==> src/tcp_pkg.sv <==
// Constants for the tensor command parameter decoder
//  Operation
// - Command word: bits 15:10 zero, bits 9:0 select, no extra data.
// - The 16-bit parameter starts an action or sets held state.
// - Kernel wait holds the next command until unfinished kernels <= n (0-3).
// - Convolution, depthwise, pooling and elementwise starts count as kernel operations.
// - Top/left padding 0-127, right/bottom padding 0-128.
// - With upscaling selected, padding applies to the upscaled input.
// - Input depth command stores channel count minus one, 0-65535.
// - Input precision: bit 0 signedness, bits 3:2 give 8/16/32-bit.
// - Input precision bits 7:6 pick channel-last or brick16 layout.
// - Input precision bits 9:8 pick elementwise add/sub scale mode.
// - Input precision bits 15:14 pick double or nearest-up rounding.
// - Upscale bits 1:0: none, 2x2 nearest, 2x2 zero insertion.
// - Input zero offset is signed or unsigned 16-bit by activation type.
// - Tile width, tile0 height, tile1 height stored minus one, input and output.
// - Input buffer end in KB, 0 to 48, multiples of 2.
// - Region commands pick index 0-7 added to input or output addresses.
// - Output stripe width, height, depth held minus one, 0-65535.
// - Output precision: bit 0 sign, bits 2:1 precision, bits 7:6 layout.
// - Output precision bit 8 scale mode, bits 15:14 rounding mode.
// - Block width/height minus one 0-31, block depth minus one 3-127.
// - Output zero offset signed/unsigned 16-bit, legal for the clip range.
// - Kernel width/height commands carry dilated size minus one.
package tcp_pkg;
  // ****************************************************************
  // Command codes
  // ****************************************************************
  localparam logic [9:0] CMD_CONV         = 10'h002;
  localparam logic [9:0] CMD_DEPTHWISE    = 10'h003;
  localparam logic [9:0] CMD_POOL         = 10'h005;
  localparam logic [9:0] CMD_ELEMENTWISE  = 10'h006;
  localparam logic [9:0] CMD_KERNEL_WAIT  = 10'h012;
  localparam logic [9:0] CMD_PAD_TOP      = 10'h100;
  localparam logic [9:0] CMD_PAD_LEFT     = 10'h101;
  localparam logic [9:0] CMD_PAD_RIGHT    = 10'h102;
  localparam logic [9:0] CMD_PAD_BOTTOM   = 10'h103;
  localparam logic [9:0] CMD_IN_DEPTH     = 10'h104;
  localparam logic [9:0] CMD_IN_PREC      = 10'h105;
  localparam logic [9:0] CMD_IN_UPSCALE   = 10'h107;
  localparam logic [9:0] CMD_IN_ZERO      = 10'h109;
  localparam logic [9:0] CMD_IN_TILE_W    = 10'h10A;
  localparam logic [9:0] CMD_IN_TILE0_H   = 10'h10B;
  localparam logic [9:0] CMD_IN_TILE1_H   = 10'h10C;
  localparam logic [9:0] CMD_IN_BUF_END   = 10'h10D;
  localparam logic [9:0] CMD_IN_REGION    = 10'h10F;
  localparam logic [9:0] CMD_OUT_W        = 10'h111;
  localparam logic [9:0] CMD_OUT_H        = 10'h112;
  localparam logic [9:0] CMD_OUT_D        = 10'h113;
  localparam logic [9:0] CMD_OUT_PREC     = 10'h114;
  localparam logic [9:0] CMD_BLK_W        = 10'h115;
  localparam logic [9:0] CMD_BLK_H        = 10'h116;
  localparam logic [9:0] CMD_BLK_D        = 10'h117;
  localparam logic [9:0] CMD_OUT_ZERO     = 10'h118;
  localparam logic [9:0] CMD_OUT_TILE_W   = 10'h11A;
  localparam logic [9:0] CMD_OUT_TILE0_H  = 10'h11B;
  localparam logic [9:0] CMD_OUT_TILE1_H  = 10'h11C;
  localparam logic [9:0] CMD_OUT_REGION   = 10'h11F;
  localparam logic [9:0] CMD_KERNEL_W     = 10'h120;
  localparam logic [9:0] CMD_KERNEL_H     = 10'h121;
  localparam logic [9:0] CMD_RANGE_LO     = 10'h100;
  localparam logic [9:0] CMD_RANGE_HI     = 10'h121;

  // ****************************************************************
  // Command word and parameter fields
  // ****************************************************************
  localparam int CMD_SEL_MSB      = 9;
  localparam int CMD_ZERO_LSB     = 10;
  localparam int WAIT_N_MSB       = 1;
  localparam int IP_SIGN_POS      = 0;
  localparam int IP_PREC_LSB      = 2;
  localparam int IP_LAYOUT_LSB    = 6;
  localparam int IP_EWSCALE_LSB   = 8;
  localparam int IP_ROUND_LSB     = 14;
  localparam int OP_SIGN_POS      = 0;
  localparam int OP_PREC_LSB      = 1;
  localparam int OP_LAYOUT_LSB    = 6;
  localparam int OP_SCALE_POS     = 8;
  localparam int OP_ROUND_LSB     = 14;

  // ****************************************************************
  // Parameter limits
  // ****************************************************************
  localparam logic [15:0] PAD_TL_MAX     = 16'h007F;
  localparam logic [15:0] PAD_RB_MAX     = 16'h0080;
  localparam logic [15:0] BUF_END_MAX    = 16'h0030;
  localparam logic [15:0] REGION_MAX     = 16'h0007;
  localparam logic [15:0] BLK_WH_MAX     = 16'h001F;
  localparam logic [15:0] BLK_D_MIN      = 16'h0003;
  localparam logic [15:0] BLK_D_MAX      = 16'h007F;
  localparam logic [15:0] WAIT_N_MAX     = 16'h0003;
  localparam logic [3:0]  KCOUNT_MAX     = 4'hF;

  // ****************************************************************
  // Reset values
  // ****************************************************************
  localparam logic [6:0]  BLK_D_RST      = 7'h03;
  localparam logic        CTRL_EN_RST    = 1'b1;

  // ****************************************************************
  // Register map (byte offsets)
  // ****************************************************************
  localparam logic [11:0] REG_CTRL       = 12'h000;
  localparam logic [11:0] REG_STATUS     = 12'h004;
  localparam logic [11:0] REG_ERR        = 12'h008;
  localparam logic [11:0] REG_LAST_CMD   = 12'h00C;
  localparam int          ERR_UNK_POS    = 0;
  localparam int          ERR_RANGE_POS  = 1;
  localparam int          ST_WAIT_POS    = 4;
  localparam int          ST_PADUP_POS   = 5;
endpackage : tcp_pkg

==> src/tcp_decoder.sv <==
// Command parameter decoder: command stream intake, kernel wait and parameter state
`timescale 1ns/1ps
`default_nettype none
module tcp_decoder (
  // Clock and reset
  input  wire logic        i_clk_sys,
  input  wire logic        i_rst,
  // Command stream
  input  wire logic        i_cmd_valid,
  input  wire logic [15:0] i_cmd_word,
  input  wire logic [15:0] i_cmd_param,
  output logic             o_cmd_ready,
  // Kernel completion from the datapath
  input  wire logic        i_kernel_done,
  // APB slave
  input  wire logic        psel,
  input  wire logic        penable,
  input  wire logic        pwrite,
  input  wire logic [11:0] paddr,
  input  wire logic [31:0] pwdata,
  output logic [31:0]      prdata,
  output logic             pready,
  output logic             pslverr,
  // Input feature map state
  output logic [6:0]       o_pad_top,
  output logic [6:0]       o_pad_left,
  output logic [7:0]       o_pad_right,
  output logic [7:0]       o_pad_bottom,
  output logic             o_pad_after_upscale,
  output logic [15:0]      o_in_depth_m1,
  output logic             o_in_signed,
  output logic [1:0]       o_in_prec,
  output logic [1:0]       o_in_layout,
  output logic [1:0]       o_in_ew_scale,
  output logic [1:0]       o_in_round,
  output logic [1:0]       o_in_upscale,
  output logic [16:0]      o_in_zero_ext,
  output logic [15:0]      o_in_tile_w_m1,
  output logic [15:0]      o_in_tile0_h_m1,
  output logic [15:0]      o_in_tile1_h_m1,
  output logic [5:0]       o_in_buf_end,
  output logic [2:0]       o_in_region,
  // Output feature map state
  output logic [15:0]      o_out_w_m1,
  output logic [15:0]      o_out_h_m1,
  output logic [15:0]      o_out_d_m1,
  output logic             o_out_signed,
  output logic [1:0]       o_out_prec,
  output logic [1:0]       o_out_layout,
  output logic             o_out_global_scale,
  output logic [1:0]       o_out_round,
  output logic [4:0]       o_blk_w_m1,
  output logic [4:0]       o_blk_h_m1,
  output logic [6:0]       o_blk_d_m1,
  output logic [16:0]      o_out_zero_ext,
  output logic [15:0]      o_out_tile_w_m1,
  output logic [15:0]      o_out_tile0_h_m1,
  output logic [15:0]      o_out_tile1_h_m1,
  output logic [2:0]       o_out_region,
  output logic [15:0]      o_kernel_w_m1,
  output logic [15:0]      o_kernel_h_m1,
  // Kernel operation start strobe
  output logic             o_kernel_start
);

  // ****************************************************************
  // Intake
  // ****************************************************************
  typedef enum logic {ST_RUN, ST_WAIT} tcp_state_e;

  tcp_state_e  state_reg;
  tcp_state_e  state_next;
  logic        take;
  logic        is_cmd0;
  logic [9:0]  code;
  logic [15:0] p;
  logic [1:0]  wait_n_reg;
  logic [3:0]  kcount_reg;
  logic [3:0]  kcount_next;
  logic        kstart;
  logic        known;
  logic        in_range;
  logic        bad_value;
  logic        ctrl_en_reg;
  logic [1:0]  err_reg;
  logic [9:0]  last_cmd_reg;
  logic [15:0] in_zero_reg;
  logic [15:0] out_zero_reg;
  logic        apb_wr;
  logic [31:0] rd_mux;
  logic        rd_ok;

  assign take    = i_cmd_valid && o_cmd_ready;
  assign is_cmd0 = (i_cmd_word[15:tcp_pkg::CMD_ZERO_LSB] == 6'h00);
  assign code    = i_cmd_word[tcp_pkg::CMD_SEL_MSB:0];
  assign p       = i_cmd_param;

  // Kernel operations counted from their own start commands
  assign kstart = take && is_cmd0 && (code == tcp_pkg::CMD_CONV ||
                  code == tcp_pkg::CMD_DEPTHWISE || code == tcp_pkg::CMD_POOL ||
                  code == tcp_pkg::CMD_ELEMENTWISE);

  // Saturating count keeps a stray done pulse from wrapping
  always_comb begin
    kcount_next = kcount_reg;
    if (kstart && !i_kernel_done && kcount_reg != tcp_pkg::KCOUNT_MAX) begin
      kcount_next = kcount_reg + 4'h1;
    end else if (!kstart && i_kernel_done && kcount_reg != 4'h0) begin
      kcount_next = kcount_reg - 4'h1;
    end
  end

  always_ff @(posedge i_clk_sys or posedge i_rst) begin
    if (i_rst) begin
      kcount_reg <= 4'h0;
    end else begin
      kcount_reg <= kcount_next;
    end
  end

  always_ff @(posedge i_clk_sys or posedge i_rst) begin
    if (i_rst) begin
      o_kernel_start <= 1'b0;
    end else begin
      o_kernel_start <= kstart;
    end
  end

  // ****************************************************************
  // Kernel wait sequencing
  // ****************************************************************
  always_comb begin
    state_next = state_reg;
    unique case (state_reg)
      ST_RUN: begin
        if (take && is_cmd0 && code == tcp_pkg::CMD_KERNEL_WAIT) begin
          state_next = ST_WAIT;
        end
      end
      ST_WAIT: begin
        if (kcount_next <= {2'b00, wait_n_reg}) begin
          state_next = ST_RUN;
        end
      end
    endcase
  end

  always_ff @(posedge i_clk_sys or posedge i_rst) begin
    if (i_rst) begin
      state_reg  <= ST_RUN;
      wait_n_reg <= 2'b00;
    end else begin
      state_reg <= state_next;
      if (take && is_cmd0 && code == tcp_pkg::CMD_KERNEL_WAIT) begin
        wait_n_reg <= p[tcp_pkg::WAIT_N_MSB:0];
      end
    end
  end

  // Ready is held low while waiting, so the next command stays on the stream
  always_ff @(posedge i_clk_sys or posedge i_rst) begin
    if (i_rst) begin
      o_cmd_ready <= 1'b0;
    end else begin
      o_cmd_ready <= (state_next == ST_RUN) && ctrl_en_reg;
    end
  end

  // ****************************************************************
  // Code classification
  // ****************************************************************
  always_comb begin
    known = 1'b1;
    bad_value = 1'b0;
    unique case (code)
      tcp_pkg::CMD_PAD_TOP, tcp_pkg::CMD_PAD_LEFT:
        bad_value = (p > tcp_pkg::PAD_TL_MAX);
      tcp_pkg::CMD_PAD_RIGHT, tcp_pkg::CMD_PAD_BOTTOM:
        bad_value = (p > tcp_pkg::PAD_RB_MAX);
      tcp_pkg::CMD_IN_BUF_END:
        bad_value = (p > tcp_pkg::BUF_END_MAX) || p[0];
      tcp_pkg::CMD_IN_REGION, tcp_pkg::CMD_OUT_REGION:
        bad_value = (p > tcp_pkg::REGION_MAX);
      tcp_pkg::CMD_BLK_W, tcp_pkg::CMD_BLK_H:
        bad_value = (p > tcp_pkg::BLK_WH_MAX);
      tcp_pkg::CMD_BLK_D:
        bad_value = (p < tcp_pkg::BLK_D_MIN) || (p > tcp_pkg::BLK_D_MAX);
      tcp_pkg::CMD_IN_DEPTH, tcp_pkg::CMD_IN_PREC, tcp_pkg::CMD_IN_UPSCALE,
      tcp_pkg::CMD_IN_ZERO, tcp_pkg::CMD_IN_TILE_W, tcp_pkg::CMD_IN_TILE0_H,
      tcp_pkg::CMD_IN_TILE1_H, tcp_pkg::CMD_OUT_W, tcp_pkg::CMD_OUT_H,
      tcp_pkg::CMD_OUT_D, tcp_pkg::CMD_OUT_PREC, tcp_pkg::CMD_OUT_ZERO,
      tcp_pkg::CMD_OUT_TILE_W, tcp_pkg::CMD_OUT_TILE0_H, tcp_pkg::CMD_OUT_TILE1_H,
      tcp_pkg::CMD_KERNEL_W, tcp_pkg::CMD_KERNEL_H:
        bad_value = 1'b0;
      default:
        known = 1'b0;
    endcase
  end

  assign in_range = (code >= tcp_pkg::CMD_RANGE_LO) && (code <= tcp_pkg::CMD_RANGE_HI);

  // ****************************************************************
  // Parameter state, held until rewritten
  // ****************************************************************
  // Out-of-range values are flagged but still latched in the low bits
  always_ff @(posedge i_clk_sys or posedge i_rst) begin
    if (i_rst) begin
      o_pad_top     <= 7'h00;
      o_pad_left    <= 7'h00;
      o_pad_right   <= 8'h00;
      o_pad_bottom  <= 8'h00;
      o_in_depth_m1 <= 16'h0000;
      o_in_signed   <= 1'b0;
      o_in_prec     <= 2'h0;
      o_in_layout   <= 2'h0;
      o_in_ew_scale <= 2'h0;
      o_in_round    <= 2'h0;
      o_in_upscale  <= 2'h0;
      in_zero_reg   <= 16'h0000;
      o_in_buf_end  <= 6'h00;
      o_in_region   <= 3'h0;
    end else if (take && is_cmd0 && known) begin
      unique case (code)
        tcp_pkg::CMD_PAD_TOP:    o_pad_top <= p[6:0];
        tcp_pkg::CMD_PAD_LEFT:   o_pad_left <= p[6:0];
        tcp_pkg::CMD_PAD_RIGHT:  o_pad_right <= p[7:0];
        tcp_pkg::CMD_PAD_BOTTOM: o_pad_bottom <= p[7:0];
        tcp_pkg::CMD_IN_DEPTH:   o_in_depth_m1 <= p;
        tcp_pkg::CMD_IN_PREC: begin
          o_in_signed   <= p[tcp_pkg::IP_SIGN_POS];
          o_in_prec     <= p[tcp_pkg::IP_PREC_LSB +: 2];
          o_in_layout   <= p[tcp_pkg::IP_LAYOUT_LSB +: 2];
          o_in_ew_scale <= p[tcp_pkg::IP_EWSCALE_LSB +: 2];
          o_in_round    <= p[tcp_pkg::IP_ROUND_LSB +: 2];
        end
        tcp_pkg::CMD_IN_UPSCALE: o_in_upscale <= p[1:0];
        tcp_pkg::CMD_IN_ZERO:    in_zero_reg <= p;
        tcp_pkg::CMD_IN_BUF_END: o_in_buf_end <= p[5:0];
        tcp_pkg::CMD_IN_REGION:  o_in_region <= p[2:0];
        default: begin
        end
      endcase
    end
  end

  always_ff @(posedge i_clk_sys or posedge i_rst) begin
    if (i_rst) begin
      o_in_tile_w_m1   <= 16'h0000;
      o_in_tile0_h_m1  <= 16'h0000;
      o_in_tile1_h_m1  <= 16'h0000;
      o_out_tile_w_m1  <= 16'h0000;
      o_out_tile0_h_m1 <= 16'h0000;
      o_out_tile1_h_m1 <= 16'h0000;
      o_out_w_m1       <= 16'h0000;
      o_out_h_m1       <= 16'h0000;
      o_out_d_m1       <= 16'h0000;
      o_kernel_w_m1    <= 16'h0000;
      o_kernel_h_m1    <= 16'h0000;
    end else if (take && is_cmd0 && known) begin
      unique case (code)
        tcp_pkg::CMD_IN_TILE_W:   o_in_tile_w_m1 <= p;
        tcp_pkg::CMD_IN_TILE0_H:  o_in_tile0_h_m1 <= p;
        tcp_pkg::CMD_IN_TILE1_H:  o_in_tile1_h_m1 <= p;
        tcp_pkg::CMD_OUT_TILE_W:  o_out_tile_w_m1 <= p;
        tcp_pkg::CMD_OUT_TILE0_H: o_out_tile0_h_m1 <= p;
        tcp_pkg::CMD_OUT_TILE1_H: o_out_tile1_h_m1 <= p;
        tcp_pkg::CMD_OUT_W:       o_out_w_m1 <= p;
        tcp_pkg::CMD_OUT_H:       o_out_h_m1 <= p;
        tcp_pkg::CMD_OUT_D:       o_out_d_m1 <= p;
        tcp_pkg::CMD_KERNEL_W:    o_kernel_w_m1 <= p;
        tcp_pkg::CMD_KERNEL_H:    o_kernel_h_m1 <= p;
        default: begin
        end
      endcase
    end
  end

  always_ff @(posedge i_clk_sys or posedge i_rst) begin
    if (i_rst) begin
      o_out_signed       <= 1'b0;
      o_out_prec         <= 2'h0;
      o_out_layout       <= 2'h0;
      o_out_global_scale <= 1'b0;
      o_out_round        <= 2'h0;
      o_blk_w_m1         <= 5'h00;
      o_blk_h_m1         <= 5'h00;
      o_blk_d_m1         <= tcp_pkg::BLK_D_RST;
      out_zero_reg       <= 16'h0000;
      o_out_region       <= 3'h0;
    end else if (take && is_cmd0 && known) begin
      unique case (code)
        tcp_pkg::CMD_OUT_PREC: begin
          o_out_signed       <= p[tcp_pkg::OP_SIGN_POS];
          o_out_prec         <= p[tcp_pkg::OP_PREC_LSB +: 2];
          o_out_layout       <= p[tcp_pkg::OP_LAYOUT_LSB +: 2];
          o_out_global_scale <= p[tcp_pkg::OP_SCALE_POS];
          o_out_round        <= p[tcp_pkg::OP_ROUND_LSB +: 2];
        end
        tcp_pkg::CMD_BLK_W:      o_blk_w_m1 <= p[4:0];
        tcp_pkg::CMD_BLK_H:      o_blk_h_m1 <= p[4:0];
        tcp_pkg::CMD_BLK_D:      o_blk_d_m1 <= p[6:0];
        tcp_pkg::CMD_OUT_ZERO:   out_zero_reg <= p;
        tcp_pkg::CMD_OUT_REGION: o_out_region <= p[2:0];
        default: begin
        end
      endcase
    end
  end

  // ****************************************************************
  // Derived state
  // ****************************************************************
  // Extended offsets follow the stored signedness one cycle later, since the
  // producer may send the offset before or after the precision command
  always_ff @(posedge i_clk_sys or posedge i_rst) begin
    if (i_rst) begin
      o_in_zero_ext       <= 17'h00000;
      o_out_zero_ext      <= 17'h00000;
      o_pad_after_upscale <= 1'b0;
    end else begin
      o_in_zero_ext  <= {o_in_signed & in_zero_reg[15], in_zero_reg};
      o_out_zero_ext <= {o_out_signed & out_zero_reg[15], out_zero_reg};
      o_pad_after_upscale <= (o_in_upscale != 2'h0);
    end
  end

  // ****************************************************************
  // Error flags and last command
  // ****************************************************************
  assign apb_wr = psel && penable && pready && pwrite;

  // A new error in the clearing cycle wins over the clear
  always_ff @(posedge i_clk_sys or posedge i_rst) begin
    if (i_rst) begin
      err_reg <= 2'b00;
    end else begin
      err_reg[tcp_pkg::ERR_UNK_POS] <= (take && is_cmd0 && in_range && !known) ||
          (err_reg[tcp_pkg::ERR_UNK_POS] &&
           !(apb_wr && paddr == tcp_pkg::REG_ERR && pwdata[tcp_pkg::ERR_UNK_POS]));
      err_reg[tcp_pkg::ERR_RANGE_POS] <= (take && is_cmd0 &&
          ((known && bad_value) ||
           (code == tcp_pkg::CMD_KERNEL_WAIT && p > tcp_pkg::WAIT_N_MAX))) ||
          (err_reg[tcp_pkg::ERR_RANGE_POS] &&
           !(apb_wr && paddr == tcp_pkg::REG_ERR && pwdata[tcp_pkg::ERR_RANGE_POS]));
    end
  end

  always_ff @(posedge i_clk_sys or posedge i_rst) begin
    if (i_rst) begin
      last_cmd_reg <= 10'h000;
    end else if (take && is_cmd0) begin
      last_cmd_reg <= code;
    end
  end

  // ****************************************************************
  // APB slave
  // ****************************************************************
  always_ff @(posedge i_clk_sys or posedge i_rst) begin
    if (i_rst) begin
      ctrl_en_reg <= tcp_pkg::CTRL_EN_RST;
    end else if (apb_wr && paddr == tcp_pkg::REG_CTRL) begin
      ctrl_en_reg <= pwdata[0];
    end
  end

  always_comb begin
    rd_mux = 32'h0000_0000;
    rd_ok  = 1'b1;
    unique case (paddr)
      tcp_pkg::REG_CTRL:     rd_mux[0] = ctrl_en_reg;
      tcp_pkg::REG_STATUS: begin
        rd_mux[3:0] = kcount_reg;
        rd_mux[tcp_pkg::ST_WAIT_POS]  = (state_reg == ST_WAIT);
        rd_mux[tcp_pkg::ST_PADUP_POS] = o_pad_after_upscale;
      end
      tcp_pkg::REG_ERR:      rd_mux[1:0] = err_reg;
      tcp_pkg::REG_LAST_CMD: rd_mux[9:0] = last_cmd_reg;
      default:               rd_ok = 1'b0;
    endcase
  end

  // Zero wait states: ready rises in the first access cycle
  always_ff @(posedge i_clk_sys or posedge i_rst) begin
    if (i_rst) begin
      pready  <= 1'b0;
      prdata  <= 32'h0000_0000;
      pslverr <= 1'b0;
    end else begin
      pready  <= psel && !penable;
      pslverr <= psel && !penable && !rd_ok;
      if (psel && !penable && !pwrite) begin
        prdata <= rd_mux;
      end
    end
  end

endmodule : tcp_decoder
`default_nettype wire

==> config.mk <==
export PLATFORM = sky130hd
export DESIGN_NAME = tcp_decoder
export DESIGN_NICKNAME = d
export VERILOG_FILES = /design/src/tcp_pkg.sv /design/src/tcp_decoder.sv
export SDC_FILE = /design/constraint.sdc
export NUM_CORES = 1
export LEC_CHECK = 0
export BUFFER_PORTS_ARGS = -buffer_cell sky130_fd_sc_hd__buf_2
export CAP_MARGIN = 20
export CORE_ASPECT_RATIO = 0.9
export CORE_MARGIN = 2
export CORE_UTILIZATION = 30
export DETAILED_ROUTE_END_ITERATION = 6
export PLACE_DENSITY = 0.5
export SLEW_MARGIN = 30
export SYNTH_ARGS = -nofsm -noshare
export SYNTH_HDL_FRONTEND = slang
export SYNTH_SLANG_ARGS = --single-unit
==> constraint.sdc <==
create_clock -name i_clk_sys -period 14.4 [get_ports i_clk_sys]
set_clock_uncertainty 0.05 [all_clocks]
set_input_delay 0 -clock i_clk_sys [delete_from_list [all_inputs] [get_ports i_clk_sys]]
set_output_delay 0 -clock i_clk_sys [all_outputs]
set_load 0.02 [all_outputs]
Yosys cells after proc, flatten, opt, wreduce, memory -nomap -nowiden
Index checks and enable logic that the tools add are counted.

storage, ports and cells
  input bits = 83
  output and inout bits = 341
  word-level logic and storage cells = 194
  register bits = 371

cells by class
  reduce and logical (&&, ||, !) cells = 81
  bitwise logic cells = 4
  mux-type cells = 12
  $add $sub $neg = 2
  equality and inequality tests = 36
  order comparisons = 10

operators by type and width
  cell                                                   count
  == test 10 x 9 -> 1 bit (second input constant)        27
  AND reduction 2 bit                                    27
  logical AND 1 bit                                      28
  OR reduction 27 bit                                    1
  == test 12 x 4 -> 1 bit (second input constant)        2
  == test 10 x 2 -> 1 bit (second input constant)        2
  == test 10 x 3 -> 1 bit (second input constant)        2
  > comparator 16 x 2 -> 1 bit (second input constant)   1
  > comparator 16 x 3 -> 1 bit (second input constant)   1
  > comparator 16 x 5 -> 1 bit (second input constant)   1
  > comparator 16 x 6 -> 1 bit (second input constant)   1
  > comparator 16 x 7 -> 1 bit (second input constant)   1
  > comparator 16 x 8 -> 1 bit (second input constant)   1
  < comparator 16 x 2 -> 1 bit (second input constant)   1
  == test 12 x 3 -> 1 bit (second input constant)        1
  zero test 12 bit                                       1
  two-way mux 4 bit                                      3
  == test 10 x 5 -> 1 bit (second input constant)        1
  >= comparator 10 x 9 -> 1 bit (second input constant)  1
  <= comparator 10 x 9 -> 1 bit (second input constant)  1
  zero test 1 bit                                        8
  logical OR 1 bit                                       8
  case mux 4 bit (2 select lines)                        1
  OR reduction 2 bit                                     4
  other kinds (15)                                       20

Logic depth before layout (Yosys ltp)
  depth in word-level cells = 15
  mapped depth = 13

Worst setup path after synthesis
Ideal clock, no wire load.

  path type = input-to-reg
  start = in i_cmd_word[13]
  end = reg state_reg
  setup slack = 11.199 ns
  buffers on the path = 2
  stages on the path = 13
  library setup time = 0.126 ns
  arrival time = 3.025 ns
  path through = or4_4 -> or4_4 -> buf_6 -> or4_4 -> buf_6 -> nor2_1 -> o32ai_1 -> a21oi_1 -> ha_1 -> nor2b_1 -> o21ai_0 -> nand2_1 -> o32a_1

between the ends
  word-level cells in the longest chain between the ends = 11
  elaborated cells on any way between the ends = 15
  classes of those cells = order compare: 1; mux: 5; reduce/logical: 9

RTL lines
  item                                 RTL line            text
  start, declared                      tcp_decoder.sv:10   input wire logic [15:0] i_cmd_word,
  zero test 6 bit (*)                  tcp_decoder.sv:94   assign is_cmd0 = (i_cmd_word[15:tcp_pkg::CMD_ZERO_LSB] == 6'h00);
  logical AND 1 bit (*) (2 in a row)   tcp_decoder.sv:99   assign kstart = take && is_cmd0 && (code == tcp_pkg::CMD_CONV ||
  zero test 1 bit                      tcp_decoder.sv:108  end else if (!kstart && i_kernel_done && kcount_reg != 4'h0) begin
  logical AND 1 bit (2 in a row)       tcp_decoder.sv:108
  two-way mux 4 bit                    tcp_decoder.sv:108
  two-way mux 4 bit (*)                tcp_decoder.sv:106  if (kstart && !i_kernel_done && kcount_reg != tcp_pkg::KCOUNT_MAX) begin
  via kcount_next[1]                   tcp_decoder.sv:79   logic [3:0] kcount_next;
  <= comparator 4 x 2 -> 1 bit (*)     tcp_decoder.sv:141  if (kcount_next <= {2'b00, wait_n_reg}) begin
  two-way mux 1 bit (*)                tcp_decoder.sv:141
  case mux 1 bit (2 select lines) (*)  tcp_decoder.sv:134  unique case (state_reg)
  via state_next                       tcp_decoder.sv:72   tcp_state_e state_next;
  end signal, assigned                 tcp_decoder.sv:153  state_reg <= state_next;
  end, declared                        tcp_decoder.sv:71   tcp_state_e state_reg;

Mark *: on every way through the listed nets, which the timed path passes. The rest lies on a longest branch.
A chain may end at the register's enable or synchronous reset.

Final worst setup path
  start = reg o_cmd_ready
  end = reg state_reg

between the ends
  word-level cells in the longest chain between the ends = 11
  elaborated cells on any way between the ends = 15
  classes of those cells = order compare: 1; mux: 5; reduce/logical: 9

RTL lines
  item                                 RTL line            text
  start, declared                      tcp_decoder.sv:12   output logic o_cmd_ready,
  start signal, assigned               tcp_decoder.sv:165  o_cmd_ready <= (state_next == ST_RUN) && ctrl_en_reg;
  logical AND 1 bit (*)                tcp_decoder.sv:93   assign take = i_cmd_valid && o_cmd_ready;
  logical AND 1 bit (*) (2 in a row)   tcp_decoder.sv:99
  zero test 1 bit                      tcp_decoder.sv:108
  logical AND 1 bit (2 in a row)       tcp_decoder.sv:108
  two-way mux 4 bit                    tcp_decoder.sv:108
  two-way mux 4 bit (*)                tcp_decoder.sv:106
  via kcount_next[1]                   tcp_decoder.sv:79
  <= comparator 4 x 2 -> 1 bit (*)     tcp_decoder.sv:141
  two-way mux 1 bit (*)                tcp_decoder.sv:141
  case mux 1 bit (2 select lines) (*)  tcp_decoder.sv:134
  via state_next                       tcp_decoder.sv:72

Marks and branches as above.

==> results.yml <==
synth:
  syn_area_mm2: 0.01451
  synthAdderAreaFrac_pct: 0.3450
  ys_types: 59
  synth_edf_count: 0
  synth_flop_cell: "dfrtp_1"
  synth_mux_area_share_pct: 24.47
  synth_warnings: 0
  synth_top_family_by_area: "multiplexers"
  synth_xor_area_share_pct: 0.1811
  ys_ff_latch: 371
  ys_seq_area_share_pct: 64.02
  syn_inst: 985
  async_reset_ff_share_pct: 100.0
  synthSimpleGateAreaFrac_pct: 6.210
  synth_compound_area_share_pct: 1.656
  syn_avg_cell_area_um2: 14.73
setup_path:
  crit_path_end_kind: "register"
  critPathArrivalTime_ns: 3.72
  cp_num_cells: 11
  r2r_cells: 11
  start_kind: "register"
  crit_buf_inv: 0
  crit_slowest_cell: "or4_4"
  crit_family: "simple AND/OR/NAND/NOR gates"
  critical_path.reg2reg.startpoint: "o_cmd_ready"
  critPathLaunch: "o_cmd_ready"
  crit_fanout: 18
  rr_endpoint: "state_reg"
  timing.setup.critical_path_class: "reg2reg"
  rrSetupSlack_ns: 11.07
  required_ns: 14.79
  cp_slowest_stage_delay_ns: 0.67
  cp_cell_sequence: "nand2_1, or4_4, or4_4, nand3_1, o21ai_0, a21oi_1, ha_1, nor2b_1, o21ai_0, nand2_1, o32a_1"
finish:
  drive_above_1_share_pct: 54.16
  largest_registers: "o_in_zero_ext x17, o_out_zero_ext x17"
  instances_no_fill: 2068
  layout.nets: 1502
  final_cell_area_mm2: 0.01891
  fillCellCount: 4597
  area_growth_pct: 30.36
  final_cell_mix: "371 x buf_2, 368 x dfrtp_1, 304 x mux2_2"
  final_common_cell: "buf_2"
global_routing:
  grt_antenna_before_repair: 2
  grt_use_total_pct: 17.83
  grt_max_degree: 120
  grt_overflow: 0
  grt_pass1_wl_um: 66140
  grt_pass1_vias: 9923
cts:
  clockBufferDepth: 3
  path_clk_slew_ns: 0.06
  insertion_delay_ns: 0.55
  cts_tree: "done"
  cts-resized-gates: 0
  numCtsBuffers: 40
  h-tree-depth: 2
  clock-sinks: 371
  cts-root-buf: "clkbuf_16"
sta:
  worst_pin_slew_ns: 0.8955
  timing.hold.ws_ns: 0.02033
  hold_viol: 0
  fin_setup_tns_ns: 0
  setup_viol: 0
  fin_crit_sh_pct: 23.12
  slew_headroom_pct: 39.84
  fmax_ghz: 0.3004
  rsz0062_at_grt: "false"
  slew_viol_final: 0
  fin_crit_ns: 3.329
placed_design:
  place_inst: 1938
  dpl.hpwl_um: 29750
  gp_congestion: 0.7809
  dpl_cell_area_mm2: 0.01701
  io_buffers: 371
die:
  ioPinCount: 424
  core_mm2: 0.04783
  dieArea_mm2: 0.05014
  die_width_um: 235.8
  start_util_pct: 30.33
  fp.dieH_um: 212.6
  num_rows: 76
status:
  outcome: "finished, final reports clean"
worst_hold_path:
  min_to: "o_kernel_w_m1[13]"
  min-delay-start: "i_cmd_param[13]"
  worstHoldPathType: "in2reg"
  holdPathStages: 2
power:
  leakage_nw: 10.44
  power.density_mw_per_mm2: 116.4
  ir_drop_uv: 68.43
drt:
  num_vias: 9617
  drt-initial-drc-count: 451
  wl_per_cell_um: 21.72
  routed_wl_um: 44920
  route.detailed.drc: 0
  avgViaCountPerCell: 4.650
  drtPass1Iterations: 5
  drt.antenna.violating_nets: 0
flow_run:
  maxCapViolCount: 0
## power by group
| group | leakage, nW | internal (mW) | switching (mW) |
|---|---|---|---|
| logic | 4.65 | 0.0393 | 0.0866 |
| clock network | 0.636 | 0.591 | 0.423 |
| registers | 5.16 | 1.05 | 0.0115 |
| total | 10.4 | 1.68 | 0.521 |
## final cells by class
| class | instances | area [µm²] | share of cell area (%) |
|---|---|---|---|
| diodes | 2 | 5.005 | 0.02646 |
| repair buffers | 447 | 2582 | 13.66 |
| well taps | 624 | 780.7 | 4.128 |
| clock buffers | 61 | 1191 | 6.298 |
| flip-flops and latches | 371 | 9288 | 49.11 |
| inverters | 7 | 46.29 | 0.2448 |
| multi-input cells | 548 | 4920 | 26.01 |
| clock inverters | 8 | 98.84 | 0.5227 |
## through the flow
stage	setup WS, ns	total power [mW]	utilization, %
2_1_floorplan	4.053	1.159	-
3_3_place_gp	10.84	1.198	35.57
3_5_place_dp	10.84	1.201	35.57
4_1_cts	11.03	2.246	39.50
5_1_grt	10.88	2.296	39.53
6_report	11.07	2.201	39.54
## synthesized netlist by cell type, types with 4 or more instances
library cell / count / area [µm²]
buf_2: 10 / 50.05
buf_4: 22 / 165.2
clkbuf_1: 43 / 161.4
dfrtp_1: 368 / 9209
ha_1: 4 / 50.05
inv_1: 6 / 22.52
mux2_2: 304 / 3423
nand2_1: 66 / 247.7
nand2b_1: 8 / 50.05
nand3_1: 19 / 95.09
nand4_1: 5 / 31.28
nor2_1: 19 / 71.32
nor2b_1: 5 / 31.28
nor3_1: 10 / 50.05
nor4_1: 7 / 43.79
nor4_2: 5 / 62.56
o21ai_0: 12 / 60.06
## repair_timing
item | in CTS | in global routing
hold endpoints to repair | 218 | 0
hold buffers | 59 | 0
endpoints found under the setup margin | 0 | 0
buffers inserted | 0 | 0
## cells by family (layout without fill, tap and decap cells)
family / after synthesis / after routing
compound gates: 35 / 35
xor+xnor: 3 / 3
fa+ha+maj: 4 / 4
buf+inv: 87 / 523
flops: 371 / 371
mux: 313 / 313
other cells: 1 / 24
simple gates: 171 / 171
## worst max path at each step
stage,slack (ns),to
final,11.07,state_reg
after global routing,10.88,state_reg
after CTS,11.03,o_out_tile_w_m1[14]
after detailed placement,10.84,state_reg
after global placement,10.84,o_cmd_ready
after floorplan,4.05,err_reg[0]
## routing by layer
metal,vias up,track usage [%],wire [µm]
li1,4269,-,-
met4,0,6.106,1158
met1,4974,23.60,19780
met5,-,0,0
met3,67,4.700,2892
met2,307,28.44,21090
Power figures use the tool's default switching activity.
